--- config.mk ---
export PLATFORM = sky130hd
export DESIGN_NAME = crs_core_regs
export DESIGN_NICKNAME = d
export VERILOG_FILES = /design/src/design/crs_core_regs.v
export VERILOG_INCLUDE_DIRS = /design/src /design/src/design
export SDC_FILE = /design/constraint.sdc
export NUM_CORES = 1
export LEC_CHECK = 0
export ABC_AREA = 1
export CELL_PAD_IN_SITES_DETAIL_PLACEMENT = 1
export CELL_PAD_IN_SITES_GLOBAL_PLACEMENT = 1
export CORE_AREA = 4 4 140 101
export CTS_BUF_LIST = sky130_fd_sc_hd__clkbuf_8
export CTS_CLUSTER_SIZE = 14
export DETAILED_ROUTE_END_ITERATION = 12
export DIE_AREA = 0 0 144 105
export DONT_BUFFER_PORTS = 1
export PLACE_DENSITY = 0.84
export SYNTH_ARGS = -nofsm -noshare
export SYNTH_HDL_FRONTEND = slang
export SYNTH_SLANG_ARGS = --single-unit
--- constraint.sdc ---
create_clock -name clk -period 8.25 [get_ports clk]
set_input_delay 0.4125 -clock clk [delete_from_list [all_inputs] [get_ports clk]]
set_output_delay 0.4125 -clock clk [all_outputs]
set_load 0.01 [all_outputs]
--- src/design/crs_defines.vh ---
// Purpose: Constants for the core register set and memory decode
// Assumes: 12-bit address space, 8-bit data
// Notes:   Register port offsets are local choices
`ifndef CRS_DEFINES_VH
`define CRS_DEFINES_VH
// Software port offsets
`define CRS_OFF_ACC       4'h0
`define CRS_OFF_IDX       4'h1
`define CRS_OFF_FLAGS     4'h2
`define CRS_OFF_SPTR      4'h3
`define CRS_OFF_OPCMD     4'h4
`define CRS_OFF_STATUS    4'h5
// Flag bit positions
`define CRS_FLG_C         0
`define CRS_FLG_Z         1
`define CRS_FLG_N         2
`define CRS_FLG_I         3
`define CRS_FLG_H         4
// Reset values
`define CRS_RST_ACC       8'h00
`define CRS_RST_IDX       8'h00
`define CRS_RST_FLAGS     5'h08
`define CRS_RST_SPTR      6'h3f
`define CRS_SP_UPPER      6'h03
// Memory decode
`define CRS_RAM_LO        12'h050
`define CRS_RAM_HI        12'h0ff
`define CRS_PROG_LO       12'h100
`define CRS_PROG_HI       12'hefe
`define CRS_PROG_TOP      12'heff
`define CRS_BOOT_LO       12'hf00
`define CRS_BOOT_HI       12'hfef
`define CRS_VEC_LO        12'hff0
`define CRS_VEC_HI        12'hfff
`define CRS_ERASED_PROG   8'hff
`define CRS_ERASED_OPT    8'h00
// Frame sizes
`define CRS_CALL_BYTES    3'h2
`define CRS_INT_BYTES     3'h5
// Operation codes
`define CRS_OP_NOP        4'h0
`define CRS_OP_ADD        4'h1
`define CRS_OP_ADC        4'h2
`define CRS_OP_SUB        4'h3
`define CRS_OP_AND        4'h4
`define CRS_OP_LDA        4'h5
`define CRS_OP_LDX        4'h6
`define CRS_OP_ASL        4'h7
`define CRS_OP_ROR        4'h8
`define CRS_OP_BTST       4'h9
`define CRS_OP_RSP        4'ha
`define CRS_OP_PUSH       4'hb
`define CRS_OP_PULL       4'hc
`define CRS_OP_CALL       4'hd
`define CRS_OP_INT        4'he
`define CRS_OP_SEI        4'hf
`endif

--- src/design/crs_core_regs.v ---
// Purpose: Programmer-visible core registers, stack pointer and memory decode
// Assumes: Single clock, synchronous active-low reset, clock enable freezes all
// Notes:   Operations are issued through a command register or a command port
//
// The implementer's own choices: strobed register access and the placing of the registers.
`timescale 1ns/1ps
`default_nettype none
`include "crs_defines.vh"

module crs_core_regs (
  input  wire        clk,
  input  wire        rst_n,
  input  wire        clk_en,
  input  wire [3:0]  reg_addr,
  input  wire [7:0]  reg_wdata,
  input  wire        reg_wr,
  input  wire        reg_rd,
  output reg  [7:0]  reg_rdata,
  input  wire        op_valid,
  input  wire [3:0]  op_code,
  input  wire [7:0]  op_data,
  input  wire [2:0]  op_bit,
  input  wire        irq_pulse,
  input  wire [11:0] mem_addr,
  input  wire        mem_erased,
  output wire        sel_ram,
  output wire        sel_prog,
  output wire        sel_boot,
  output wire        sel_vec,
  output wire        sel_io,
  output wire [7:0]  erased_value,
  output wire [11:0] stack_addr,
  output wire        stack_wr,
  output wire        irq_take,
  output wire [7:0]  acc_out,
  output wire [7:0]  idx_out,
  output wire [4:0]  flags_out
);

  // ****************************************
  // State
  // ****************************************
  reg  [7:0] acc_q;
  reg  [7:0] acc_d;
  reg  [7:0] idx_q;
  reg  [7:0] idx_d;
  reg  [4:0] flg_q;
  reg  [4:0] flg_d;
  reg  [5:0] sp_q;
  reg  [5:0] sp_d;
  reg        irq_pend_q;
  reg  [2:0] push_left_q;
  reg  [2:0] push_left_d;
  reg  [7:0] rdata_d;
  reg  [11:0] saddr_q;
  reg  [11:0] saddr_d;
  reg        swr_q;
  reg        swr_d;

  // ****************************************
  // Operation source
  // ****************************************
  // Register-port command wins over the op port in the same cycle
  wire       sw_op   = reg_wr && (reg_addr == `CRS_OFF_OPCMD);
  wire       any_op  = sw_op || op_valid;
  wire [3:0] cur_op  = sw_op ? reg_wdata[3:0] : op_code;
  wire [7:0] operand = sw_op ? idx_q : op_data;
  wire       busy    = (push_left_q != 3'h0);

  // ****************************************
  // Arithmetic unit
  // ****************************************
  wire [8:0] sum9   = {1'b0, acc_q} + {1'b0, operand} +
                      {8'h00, (cur_op == `CRS_OP_ADC) & flg_q[`CRS_FLG_C]};
  wire [4:0] low5   = {1'b0, acc_q[3:0]} + {1'b0, operand[3:0]} +
                      {4'h0, (cur_op == `CRS_OP_ADC) & flg_q[`CRS_FLG_C]};
  wire [8:0] diff9  = {1'b0, acc_q} - {1'b0, operand};
  wire [7:0] tst_v  = operand >> op_bit;

  always @* begin
    acc_d       = acc_q;
    idx_d       = idx_q;
    flg_d       = flg_q;
    sp_d        = sp_q;
    push_left_d = push_left_q;
    saddr_d     = saddr_q;
    swr_d       = 1'b0;
    if (reg_wr && reg_addr == `CRS_OFF_ACC) begin
      acc_d = reg_wdata;
    end
    if (reg_wr && reg_addr == `CRS_OFF_IDX) begin
      idx_d = reg_wdata;
    end
    if (reg_wr && reg_addr == `CRS_OFF_FLAGS) begin
      flg_d = reg_wdata[4:0];
    end
    if (reg_wr && reg_addr == `CRS_OFF_SPTR) begin
      sp_d = reg_wdata[5:0];
    end
    if (busy) begin
      // Multi-byte frame in progress; new ops are ignored until it ends
      saddr_d     = {`CRS_SP_UPPER, sp_q};
      swr_d       = 1'b1;
      sp_d        = sp_q - 6'h01;
      push_left_d = push_left_q - 3'h1;
    end else if (any_op) begin
      case (cur_op)
        `CRS_OP_ADD, `CRS_OP_ADC: begin
          acc_d           = sum9[7:0];
          flg_d[`CRS_FLG_H] = low5[4];
          flg_d[`CRS_FLG_C] = sum9[8];
          flg_d[`CRS_FLG_N] = sum9[7];
          flg_d[`CRS_FLG_Z] = (sum9[7:0] == 8'h00);
        end
        `CRS_OP_SUB: begin
          acc_d           = diff9[7:0];
          flg_d[`CRS_FLG_C] = diff9[8];
          flg_d[`CRS_FLG_N] = diff9[7];
          flg_d[`CRS_FLG_Z] = (diff9[7:0] == 8'h00);
        end
        `CRS_OP_AND: begin
          acc_d           = acc_q & operand;
          flg_d[`CRS_FLG_N] = acc_d[7];
          flg_d[`CRS_FLG_Z] = (acc_d == 8'h00);
        end
        `CRS_OP_LDA: begin
          acc_d           = operand;
          flg_d[`CRS_FLG_N] = operand[7];
          flg_d[`CRS_FLG_Z] = (operand == 8'h00);
        end
        `CRS_OP_LDX: begin
          idx_d           = operand;
          flg_d[`CRS_FLG_N] = operand[7];
          flg_d[`CRS_FLG_Z] = (operand == 8'h00);
        end
        `CRS_OP_ASL: begin
          acc_d           = {acc_q[6:0], 1'b0};
          flg_d[`CRS_FLG_C] = acc_q[7];
          flg_d[`CRS_FLG_N] = acc_q[6];
          flg_d[`CRS_FLG_Z] = (acc_q[6:0] == 7'h00);
        end
        `CRS_OP_ROR: begin
          acc_d           = {flg_q[`CRS_FLG_C], acc_q[7:1]};
          flg_d[`CRS_FLG_C] = acc_q[0];
          flg_d[`CRS_FLG_N] = flg_q[`CRS_FLG_C];
          flg_d[`CRS_FLG_Z] = ({flg_q[`CRS_FLG_C], acc_q[7:1]} == 8'h00);
        end
        `CRS_OP_BTST: begin
          flg_d[`CRS_FLG_C] = tst_v[0];
        end
        `CRS_OP_RSP: begin
          sp_d = `CRS_RST_SPTR;
        end
        `CRS_OP_PUSH: begin
          saddr_d = {`CRS_SP_UPPER, sp_q};
          swr_d   = 1'b1;
          sp_d    = sp_q - 6'h01;
        end
        `CRS_OP_PULL: begin
          sp_d    = sp_q + 6'h01;
          saddr_d = {`CRS_SP_UPPER, sp_d};
        end
        `CRS_OP_CALL: begin
          push_left_d = `CRS_CALL_BYTES;
        end
        `CRS_OP_INT: begin
          push_left_d       = `CRS_INT_BYTES;
          flg_d[`CRS_FLG_I] = 1'b1;
        end
        `CRS_OP_SEI: begin
          flg_d[`CRS_FLG_I] = operand[0];
        end
        default: begin
          acc_d = acc_q;
        end
      endcase
    end
  end

  // ****************************************
  // Interrupt latch
  // ****************************************
  // Taking the request clears the latch, but a new pulse the same cycle wins
  assign irq_take = irq_pend_q && !flg_q[`CRS_FLG_I] && !busy;

  // ****************************************
  // Read path
  // ****************************************
  always @* begin
    rdata_d = 8'h00;
    case (reg_addr)
      `CRS_OFF_ACC:    rdata_d = acc_q;
      `CRS_OFF_IDX:    rdata_d = idx_q;
      `CRS_OFF_FLAGS:  rdata_d = {3'h0, flg_q};
      `CRS_OFF_SPTR:   rdata_d = {2'h0, sp_q};
      `CRS_OFF_STATUS: rdata_d = {4'h0, busy, push_left_q == 3'h0, irq_take, irq_pend_q};
      default:         rdata_d = 8'h00;
    endcase
  end

  always @(posedge clk) begin
    if (!rst_n) begin
      acc_q       <= `CRS_RST_ACC;
      idx_q       <= `CRS_RST_IDX;
      flg_q       <= `CRS_RST_FLAGS;
      sp_q        <= `CRS_RST_SPTR;
      irq_pend_q  <= 1'b0;
      push_left_q <= 3'h0;
      saddr_q     <= {`CRS_SP_UPPER, `CRS_RST_SPTR};
      swr_q       <= 1'b0;
      reg_rdata   <= 8'h00;
    end else if (clk_en) begin
      acc_q       <= acc_d;
      idx_q       <= idx_d;
      flg_q       <= flg_d;
      sp_q        <= sp_d;
      push_left_q <= push_left_d;
      saddr_q     <= saddr_d;
      swr_q       <= swr_d;
      irq_pend_q  <= irq_pulse | (irq_pend_q & !irq_take);
      reg_rdata   <= reg_rd ? rdata_d : 8'h00;
    end
  end

  // ****************************************
  // Memory decode
  // ****************************************
  // Core registers are deliberately absent from this decode
  assign sel_io   = (mem_addr < `CRS_RAM_LO);
  assign sel_ram  = (mem_addr >= `CRS_RAM_LO) && (mem_addr <= `CRS_RAM_HI);
  assign sel_prog = (mem_addr >= `CRS_PROG_LO) && (mem_addr <= `CRS_PROG_TOP);
  assign sel_boot = (mem_addr >= `CRS_BOOT_LO) && (mem_addr <= `CRS_BOOT_HI);
  assign sel_vec  = (mem_addr >= `CRS_VEC_LO);
  // Option byte is the first boot byte; erases to 00 unlike the array
  assign erased_value = !mem_erased ? 8'h00 :
                        (mem_addr == `CRS_BOOT_LO) ? `CRS_ERASED_OPT :
                        `CRS_ERASED_PROG;

  assign stack_addr = saddr_q;
  assign stack_wr   = swr_q;
  assign acc_out    = acc_q;
  assign idx_out    = idx_q;
  assign flags_out  = flg_q;

endmodule
`default_nettype wire

======== Word level (Yosys, flattened, before mapping) ========
Index checks and enable logic that the tools add are counted.
word-level totals
  flip-flop bits (word level) ............. 52
  input bits .............................. 47
  output and inout port bits .............. 56
  logic and storage cells ................. 118
cells by class
  $add $sub $neg .......................... 8
  order comparisons ....................... 8
  equality and inequality tests ........... 22
  shift-type cells ........................ 1
  mux-type cells .......................... 34
  bitwise logic cells ..................... 4
  reductions and logical operators ........ 32
operators by type and width
  cell                                                                    count
  8-bit two-way mux                                                       11
  8-bit case mux with 7 select lines                                      1
  8-bit zero test                                                         5
  8-bit case mux with 5 select lines                                      1
  4-bit equality test, second input constant                              8
  4-bit by 3-bit equality test with 1-bit output, second input constant   6
  12-bit >= comparator, second input constant                             2
  12-bit <= comparator, second input constant                             2
  12-bit two-way mux                                                      2
  12-bit case mux with 2 select lines                                     1
  6-bit two-way mux                                                       3
  6-bit case mux with 3 select lines                                      1
  4-bit by 2-bit equality test with 1-bit output, second input constant   4
  5-bit two-way mux                                                       3
  12-bit equality test, second input constant                             1
  12-bit by 7-bit >= comparator with 1-bit output, second input constant  1
  12-bit by 9-bit >= comparator with 1-bit output, second input constant  1
  12-bit by 8-bit <= comparator with 1-bit output, second input constant  1
  12-bit by 7-bit < comparator with 1-bit output, second input constant   1
  2-bit case mux with 6 select lines                                      1
  1-bit logical AND                                                       10
  8-bit by 8-bit adder with 9-bit output                                  1
  9-bit by 1-bit adder with 9-bit output                                  1
  9-bit by 2-bit != test with 1-bit output, second input constant         1
  28 further kinds                                                        40

======== Logic depth before layout (Yosys ltp) ========
Gate-level depths: netlist of run 1.
  word-level depth ........................ 10
  gate-level depth with buffers ........... 21
  mapped depth without buffers ............ 21

======== Worst setup path before layout of run 1 ========
OpenSTA, ideal clock, no wires.
  path kind ............................... input to register
  from .................................... in reg_addr[1]
  to ...................................... reg flg_q[1] (netlist: flags_out[1])
  library setup time ...................... 0.070 ns
  data arrival time ....................... 2.894 ns
  required time ........................... 8.180 ns
  setup slack ............................. 5.285 ns
  stages on the path ...................... 19
  path buffers ............................ 0
  cell sequence ........................... nor2_4 nand3_4 nand2_1 nand2_4 nor2_4 inv_1 nor3_1 fa_1 inv_1 fa_1 inv_1 a21oi_1 o21ai_0 xor2_1 nor2_1 nand4_1 nand3_1 nand2_1 a21oi_1
on the way
  word-level cells in the longest chain between the ends .. 10
  elaborated cells between the ends (all ways) .. 30
  classes of those cells .................. 3 x add/sub; 10 x eq/ne; 6 x mux; 2 x bitwise; 9 x reduce/logical
ends and longest elaborated chain
  item                                                                            RTL line             source
  start: declaration                                                              crs_core_regs.v:14   input wire [3:0] reg_addr,
  branches (longest 9 deep; another with 8-bit by 8-bit adder with 9-bit output)  -
  5-bit two-way mux *                                                             crs_core_regs.v:100  if (busy) begin
  end signal: assignment                                                          crs_core_regs.v:205  flg_q <= `CRS_RST_FLAGS;
  end signal: assignment                                                          crs_core_regs.v:215  flg_q <= flg_d;
  end: declaration                                                                crs_core_regs.v:47   reg [4:0] flg_q;
Every way passes the cells marked *.
A chain may end at the register's enable or synchronous reset.

======== Worst setup path in the final report of run 1 ========
Same ends and word-level chain as after synthesis.

==> out/results.txt, run 1 <==
synth warn - 0
number of primary I/O pins - 103
startpoint kind of the worst setup timing path - input pin
ratio of cells with drive above 1 in the final layout - 7.51%
count of antenna diodes in the layout - 0
cell area after synthesis - 0.00504 mm^2
Iteration-0 DRC Markers - 595
number of vias in the routed layout - 5891
dominant cells by area after synthesis - dfxtp_1 (18%), nand2_1 (16%), inv_1 (7.6%), a21oi_1 (6.8%), nand3_1 (5.6%)
effective utilization at floorplan - 39.0%
floorplan die area - 0.0151 mm^2
Via density - 6.02
residual overflow from global routing - 0
Syn Area/Cell - 6.04 um^2
total routed wirelength - 20400 um
number of buffers added by the clock tree synthesis step - 5
critical path, cell by cell - nor2_4 -> nand3_4 -> nand2_1 -> nand2_2 -> nor2_4 -> inv_1 -> nor3_1 -> fa_1 -> inv_1 -> fa_1 -> inv_1 -> a21oi_1 -> o21ai_0 -> xor2_1 -> nor2_1 -> nand4_1 -> nand3_1 -> nand2_1 -> a21oi_1
filler cell count - 1787
maximum capacitance violations - 0
number of antenna violations at the first check in global routing - 0
synthesized instance count - 835
Clock Skew - 0.0136 ns
post-synthesis sequential area ratio - 18.3%
cell family contributing the most delay on the critical path - simple AND/OR/NAND/NOR gates
number of port buffers - 0
area growth from synthesis to layout - 2.23%
# clock sinks - 46
residual antenna-violating net count after detailed routing - 0
final setup violation count - 0
status - completed
slew margin rel. - 28.3%
global-route wire length before repair - 32300 um
wire length per cell - 20.9 um
share of async-settable or async-resettable flops after synthesis - 0%
slowest cell on the critical path - fa_1
number of buffers inserted to repair setup after CTS - 0
min-delay worst type - input pin to register
sw frac - 47.6%
area of the multi-input gates - 0.00351 mm^2
root buffer cell - clkbuf_8
combinational cell fraction of total power - 44.5%
TNS Setup - 0 ns
FMAX - 0.282 GHz
horizontal extent of the die - 144 um
highest fanout seen on the critical path - 18
unrepaired setup endpoints after global routing - no
data required time of the worst path - 8.51 ns
CTS tree - done
number of pins exceeding their max-slew limit in the final report - 0
element type at the critical path end - register
CP startpoint - reg_addr[1]
row cnt - 35
Hold Fails Final Rpt - 0
Max H-tree Level - 2
Pre-antenna DRT Iters - 5
final layout net count - 882
clock tree buffer depth - 2
share of power burned in the clock network - 20.1%
clock period minus worst slack - 3.55 ns
GP Congestion - 1.02
most used flip-flop cell after synthesis - dfxtp_1
Internal Dissipation - 0.000405 W
hold-fix buffer count after cts - 0
startpoint of the lowest-slack hold path - rst_n
slew at the pin with the worst max-slew slack - 1.07 ns
Floorplan Core Area - 0.0129 mm^2
total track usage - 26.9%
leakage component of the power - 2.39 nW
post-synth top area cell - dfxtp_1
placed instance area - 0.00506 mm^2
startpoint of the worst-slack reg-to-reg timing path - flags_out[0]
WP buf/inv - 3
die span in y - 105 um
fraction of synthesized cell area taken by the top area cell type - 18.3%
net switching power - 0.000367 W
# resized after CTS - 0
detailed-placement wirelength estimate - 16500 um
clock input transition at the sequential cells of the worst setup and hold paths - 0.11 ns
cell area after layout - 0.00515 mm^2
Unique masters post-synth - 46
via count of the first global-routing pass - 5737
Max stage delay on crit path - 0.40 ns
CP dominant cell by count - inv_1
data arrival time at the worst-slack endpoint - 3.80 ns
insertion delay to the later sink of the worst-skew pair - 0.32 ns
pin count of the biggest net entering global routing - 33
number of flip-flops and latches in the synthesized netlist - 46
Seq. cell area - 921 um^2
final cycle utilization of the critical path - 43.0%
total power density per cell area - 150 mW/mm^2
number of enable flip-flop cells after synthesis - 0
power share of the sequential group - 35.4%
Crit Path Category - input pin to register
worst-case vdd ir drop - 0.0682 mV
Remaining DRCs - 0
==> synth_stat cells, drive strengths merged (3+ instances only) <==
master  count
a21oi      69
buf        23
clkbuf     14
dfxtp      46
fa          3
ha         21
inv       109
nand2     241
nand3      57
nand4      29
nor2       72
nor3        5
nor4        6
o211ai     27
o21ai      68
o22ai       9
xnor2       3
xor2       12
==> power groups by stage <==
| stage | logic [W] | registers (W) | clock network (W) |
|---|---|---|---|
| 2_1_floorplan | 0.000257 | 0.000267 | 0 |
| 3_3_place_gp | 0.000322 | 0.000278 | 0 |
| 3_5_place_dp | 0.000332 | 0.000278 | 0 |
| 4_1_cts | 0.000334 | 0.000273 | 0.000157 |
| 5_1_grt | 0.000381 | 0.000276 | 0.000168 |
| 6_report | 0.000343 | 0.000273 | 0.000155 |
==> layout make-up <==
| cell class | instances | share of cell area [%] |
|---|---|---|
| clock buffer | 5 | 1.33 |
| timing repair buffer | 2 | 0.291 |
| clock inverter | 3 | 0.461 |
| sequential | 46 | 17.9 |
| multi-input combinational | 646 | 68.0 |
| tap | 166 | 4.03 |
| inverter | 110 | 8.01 |
==> placed cells by master, fill, tap and decap left out, types with 2 or more instances in the layout <==
master / instances
xnor2_1: 3
o22ai_1: 9
o221ai_1: 2
o211ai_2: 4
nand2_2: 14
a21oi_1: 69
nand4_1: 29
nand3_1: 56
nor3_1: 4
o2111ai_1: 2
ha_1: 21
clkbuf_8: 5
nand2_4: 6
nor4_1: 6
o21ai_1: 13
nor2_8: 2
xor2_1: 12
nand3b_1: 2
o21bai_1: 2
fa_1: 3
conb_1: 6
o21ai_0: 55
nor2_4: 10
inv_2: 7
inv_1: 102
o211ai_1: 23
nor2_2: 4
nor2_1: 56
nand2_1: 221
clkinvlp_4: 2
dfxtp_1: 46
buf_4: 2
==> worst paths after layout <==
check / endpoint / slack (ns) / depth (start not counted)
setup reg to reg: flags_out[1] / 5.15 / 14
setup / recovery: flags_out[1] / 4.70 / 19
hold / removal: stack_addr[3] / 0.17 / 1
hold reg to reg: sp_q[5] / 0.49 / 2
==> through the flow <==
stage / worst slack, ns / utilization [%] / instances / total power (W) / hold WS (ns)
after global placement: 4.67 / 39.2 / 970 / 0.000600 / 0.453
final: 4.70 / 39.9 / 978 / 0.000772 / 0.165
after detailed placement: 4.48 / 39.2 / 970 / 0.000610 / 0.461
after floorplan: 5.29 / - / 839 / 0.000524 / 0.441
after global routing: 4.53 / 39.9 / 978 / 0.000826 / 0.166
after CTS: 4.82 / 39.9 / 978 / 0.000764 / 0.167
==> kinds of logic after synthesis <==
group / after synthesis / synth area share, %
other: 2 / 0.149
DFF: 46 / 18.3
adders and majority gates: 24 / 6.40
buffers and inverters: 147 / 12.5
AOI/OAI and AO/OA: 184 / 21.0
and+or+nand+nor: 417 / 39.0
xor gates and xnor gates: 15 / 2.61
==> sequential cells by signal, summed over array words and instances, names as in the netlist <==
name	flops
acc_out	8
idx_out	8
reg_rdata	8
sp_q	6
stack_addr	6
flags_out	5
push_left_q	3
irq_pend_q	1
stack_wr	1
==> per-layer routing <==
layer / share of wire [%] / GRT usage, % / vias to the layer above
met1: 45 / 39.4 / 2802
li1: - / - / 2717
met3: 14 / 10.9 / 28
met2: 40 / 37.1 / 344
met5: 0 / 0 / -
met4: 1.4 / 4.64 / 0
(Power assumes the default switching activity.)
==> run 2, diff against run 1 <==
Settings changed: PLACE_DENSITY 0.84 to 0.87.
Clock period 8.25 ns to 3 ns, I/O delays scaled along.
==> run 2 against run 1 <==
Effect of this change: register-to-register slack lost 4.8 ns; clock power grew to 3.4 times the previous value; non-clock buffer count grew 34; cell area grew 5.6%; critical path depth shrank 6; largest power group unchanged; cell count grew 3.5%; clock skew shrank 0.0023 ns; combinational power grew to 3.1 times the previous value; power grew to 3.0 times the previous value; via count grew 2.0%.
==> out/results.txt, run 2 (synthesis gave the netlist of run 1 again) <==
number of vias in the routed layout - 6010
Clock Skew - 0.0113 ns
startpoint of the worst-slack reg-to-reg timing path - idx_out[0]
area growth from synthesis to layout - 7.94%
worst min-delay path endpoint - idx_out[7]
ratio of cells with drive above 1 in the final layout - 11.0%
insertion delay to the later sink of the worst-skew pair - 0.34 ns
root buffer cell - clkbuf_8
total power density per cell area - 424 mW/mm^2
wire length per cell - 22.4 um
effective utilization at floorplan - 39.0%
Iteration-0 DRC Markers - 698
Crit Path Category - register to register
sw frac - 46.3%
final setup violation count - 0
floorplan die area - 0.0151 mm^2
highest fanout seen on the critical path - 3
startpoint of the lowest-slack hold path - clk_en
clock tree buffer depth - 2
Remaining DRCs - 0
Via density - 5.94
via count of the first global-routing pass - 5937
number of pins exceeding their max-slew limit in the final report - 0
min-delay worst type - input pin to register
worst reg2reg path depth - 13
startpoint kind of the worst setup timing path - register
worst-case vdd ir drop - 0.266 mV
Hold Fails Final Rpt - 0
slew at the pin with the worst max-slew slack - 1.13 ns
FMAX - 0.371 GHz
combinational cell fraction of total power - 45.8%
element type at the critical path end - register
count of antenna diodes in the layout - 0
clock input transition at the sequential cells of the worst setup and hold paths - 0.11 ns
final cycle utilization of the critical path - 90.0%
slew margin rel. - 24.6%
number of non-filler instances in the completed layout - 1012
Internal Dissipation - 0.00124 W
# clock sinks - 46
unrepaired setup endpoints after global routing - no
die span in y - 105 um
residual overflow from global routing - 0
slack of the worst reg-to-reg path - 0.30 ns
filler cell count - 1778
data required time of the worst path - 3.27 ns
TNS Setup - 0 ns
Max H-tree Level - 2
total routed wirelength - 22700 um
net switching power - 0.00107 W
maximum capacitance violations - 0
most frequent standard cell in the layout excluding fill and tap cells - nand2_1
row cnt - 35
horizontal extent of the die - 144 um
Floorplan Core Area - 0.0129 mm^2
power share of the sequential group - 31.7%
share of power burned in the clock network - 22.6%
leakage component of the power - 2.57 nW
pin count of the biggest net entering global routing - 33
data arrival time at the worst-slack endpoint - 2.96 ns
clock period minus worst slack - 2.70 ns
placed instance area - 0.00530 mm^2
number of port buffers - 0
end of the worst register-to-register path - flags_out[1]
Worst Hold Depth - 2
final layout net count - 916
number of buffers added by the clock tree synthesis step - 5
utilization after layout - 42.1%
status - completed
detailed-placement wirelength estimate - 18100 um
total power consumption of the routed design - 0.00231 W
global-route wire length before repair - 34500 um
CTS tree - done
GP Congestion - 1.00
number of primary I/O pins - 103
total placed cells including tap cells - 1001
most used cells in the layout excluding fill and tap cells - nand2_1 (221), inv_1 (102), a21oi_1 (69)
number of antenna violations at the first check in global routing - 1
cell area after layout - 0.00544 mm^2
Pre-antenna DRT Iters - 5
CP startpoint - idx_out[0]
residual antenna-violating net count after detailed routing - 0
total track usage - 29.6%
run 2: final cells by class:
cell class              instances  area, um^2  share of cell area, %
repair buffers                 36         278                   5.10
clock inverters                 3        43.8                  0.805
inverters                     110         413                   7.59
well taps                     166         208                   3.82
multi-input cells             646        3510                   64.5
clock buffers                   5        68.8                   1.26
flip-flops and latches         46         921                   16.9
run 2: worst max path at each step:
stage	endpoint	slack, ns	cells after the start
6_report	flags_out[1]	0.30	13
5_1_grt	acc_out[7]	0.06	15
4_1_cts	flags_out[1]	0.24	20
3_5_place_dp	flags_out[1]	-0.10	20
3_3_place_gp	flags_out[1]	0.03	20
2_1_floorplan	flags_out[1]	0.30	19
run 2: worst max-delay path, cell delays in order, from the launching register on:
cell and delay [ns]:
dfxtp_1 0.39, nand4_1 0.15, nand2_1 0.19, ha_1 0.20, inv_1 0.07, fa_1 0.42, nand3_1 0.11, nand2_1 0.09
a21oi_1 0.26, xor2_1 0.28, nand4_1 0.18, nand3_1 0.12, nand2_1 0.05, a21oi_1 0.11
run 2: what timing repair did:
item / 4_1_cts / 5_1_grt
resized for setup: 0 / 1
buffers inserted: 0 / 0
hold buffers: 3 / 0
setup endpoints to repair: 0 / 3
endpoints found under the hold margin: 21 / 0
run 2: power groups by stage:
stage,Clock (W),Combinational (W),Sequential (W)
CTS,0.000521,0.00102,0.000731
global placement,0,0.000972,0.000743
finish,0.000521,0.00106,0.000732
floorplan,0,0.000706,0.000735
detailed placement,0,0.00100,0.000745
global route,0.000550,0.00115,0.000740
run 2: through the flow:
stage / setup WS [ns] / hold WS, ns
2_1_floorplan: 0.298 / 0.288
3_3_place_gp: 0.0286 / 0.237
3_5_place_dp: -0.102 / 0.246
4_1_cts: 0.240 / 0.000350
5_1_grt: 0.0558 / 0.00183
6_report: 0.301 / 0.00483
run 2: per-layer routing:
metal	wire, um	GRT usage, %
met2	9150	40.4
met4	263	5.24
met1	9950	43.1
met5	19	0
met3	3330	12.6
==> run 3, diff against run 2 <==
Settings changed: CORE_AREA 4 4 140 101 to 4 4 138 100, DIE_AREA 0 0 144 105 to 0 0 142 104, PLACE_DENSITY 0.87 to 0.89.
==> run 3 against run 2 <==
Effect of this change: power is 0.27% lower; clock-buffer cell count stayed put; highest routed layer unchanged; cell area is 0.53% lower; first-iteration DRC count is 11% higher; sequential cell count stayed put; global-route usage is 0.38 points higher; maximum frequency is 3.0% lower; clock skew is 0.0015 ns higher.
==> out/results.txt, run 3 (synthesis gave the netlist of run 1 again) <==
status - completed
number of pins exceeding their max-slew limit in the final report - 0
total placed cells including tap cells - 993
detailed-placement wirelength estimate - 17600 um
Via density - 5.98
via count of the first global-routing pass - 5993
element type at the critical path end - register
horizontal extent of the die - 142 um
Crit Path Category - input pin to register
cell area after layout - 0.00541 mm^2
CTS tree - done
slew margin rel. - 26.3%
most used cells in the layout excluding fill and tap cells - nand2_1 (221), inv_1 (102), a21oi_1 (69)
GP Congestion - 1.05
data arrival time at the worst-slack endpoint - 3.05 ns
total power density per cell area - 425 mW/mm^2
residual antenna-violating net count after detailed routing - 0
global-route wire length before repair - 35100 um
Max H-tree Level - 2
most frequent standard cell in the layout excluding fill and tap cells - nand2_1
row cnt - 34
min-delay worst type - input pin to register
Remaining DRCs - 0
number of port buffers - 0
number of buffers inserted to repair setup after CTS - 0
number of buffers added by the clock tree synthesis step - 5
startpoint kind of the worst setup timing path - input pin
number of primary I/O pins - 103
final setup violation count - 0
area growth from synthesis to layout - 7.37%
maximum capacitance violations - 0
slew at the pin with the worst max-slew slack - 1.10 ns
# clock sinks - 46
residual overflow from global routing - 0
final layout net count - 913
final cycle utilization of the critical path - 92.7%
TNS Setup - 0 ns
total routed wirelength - 22500 um
ratio of cells with drive above 1 in the final layout - 10.4%
utilization after layout - 43.7%
unrepaired setup endpoints after global routing - no
CP dominant cell by count - a21oi_1
floorplan die area - 0.0148 mm^2
highest fanout seen on the critical path - 9
pin count of the biggest net entering global routing - 34
Floorplan Core Area - 0.0124 mm^2
number of antenna violations at the first check in global routing - 1
worst-case vdd ir drop - 0.346 mV
critical path, cell by cell - inv_2 -> nor2_8 -> nand3_4 -> nand2_1 -> nand2_2 -> nor2_4 -> inv_1 -> nor3_1 -> fa_1 -> inv_1 -> fa_1 -> inv_1 -> a21oi_1 -> o21ai_1 -> buf_4 -> a21oi_1 -> nor2_1 -> a21oi_1 -> nand3_1 -> nand2_1 -> a21oi_1
placed instance area - 0.00526 mm^2
clock period minus worst slack - 2.78 ns
number of non-filler instances in the completed layout - 1005
Clock Skew - 0.0128 ns
insertion delay to the later sink of the worst-skew pair - 0.34 ns
Pre-antenna DRT Iters - 5
total track usage - 29.9%
count of antenna diodes in the layout - 0
number of vias in the routed layout - 6011
clock input transition at the sequential cells of the worst setup and hold paths - 0.11 ns
clock tree buffer depth - 2
Max stage delay on crit path - 0.40 ns
wire length per cell - 22.4 um
data required time of the worst path - 3.27 ns
worst hold margin - 0.00716 ns
root buffer cell - clkbuf_8
leakage component of the power - 2.55 nW
Iteration-0 DRC Markers - 778
die span in y - 104 um
FMAX - 0.360 GHz
Hold Fails Final Rpt - 0
effective utilization at floorplan - 40.7%
slowest cell on the critical path - fa_1
[run 3: worst max-delay path: cells and delay by family]
kind | cells | cell delay [ns]
adder cells (fa/ha/maj) | 2 | 0.68
AO/OA/AOI/OAI | 5 | 0.53
AND/OR/NAND/NOR | 9 | 1.23
buffers and inverters | 5 | 0.46
[run 3: path summary, 6_finish.rpt]
path / endpoint / slack [ns] / cells after the start / start
hold reg to reg: irq_pend_q / 0.51 / 2 / irq_pend_q
setup reg to reg: flags_out[1] / 0.25 / 14 / idx_out[0]
hold / removal: acc_out[4] / 0.007 / 3 / clk_en
setup / recovery: flags_out[0] / 0.22 / 21 / reg_addr[2]
[run 3: per-stage QoR]
step | power [W] | setup WS [ns]
final | 0.00230 | 0.219
after global routing | 0.00243 | 0.0898
after CTS | 0.00226 | 0.225
after detailed placement | 0.00173 | -0.107
after global placement | 0.00170 | 0.106
after floorplan | 0.00144 | 0.298
[run 3: power breakdown]
group	total [W]	switching (W)	internal [W]	leakage, nW
Sequential	0.000737	0.0000730	0.000664	0.376
Combinational	0.00104	0.000716	0.000321	2.12
Clock	0.000530	0.000281	0.000249	0.0504
[run 3: layout make-up]
| type | instances | area (um^2) |
|---|---|---|
| well taps | 162 | 203 |
| flip-flops and latches | 46 | 921 |
| fillers | 1725 | 6970 |
| repair buffers | 33 | 258 |
| inverters | 110 | 413 |
| clock buffers | 5 | 68.8 |
| clock inverters | 3 | 45.0 |
| multi-input cells | 646 | 3510 |
[run 3: timing repair]
item	CTS	global route
hold buffers	4	0
endpoints found under the hold margin	21	0
endpoints found under the setup margin	0	2
resized for setup	0	1
[run 3: routing by layer]
metal | vias to the layer above | wire length (um) | track usage [%]
met5 | - | 13 | 0
met4 | 2 | 325 | 6.30
met3 | 42 | 3180 | 11.7
met2 | 347 | 9120 | 41.4
met1 | 2840 | 9900 | 43.4
li1 | 2780 | - | -
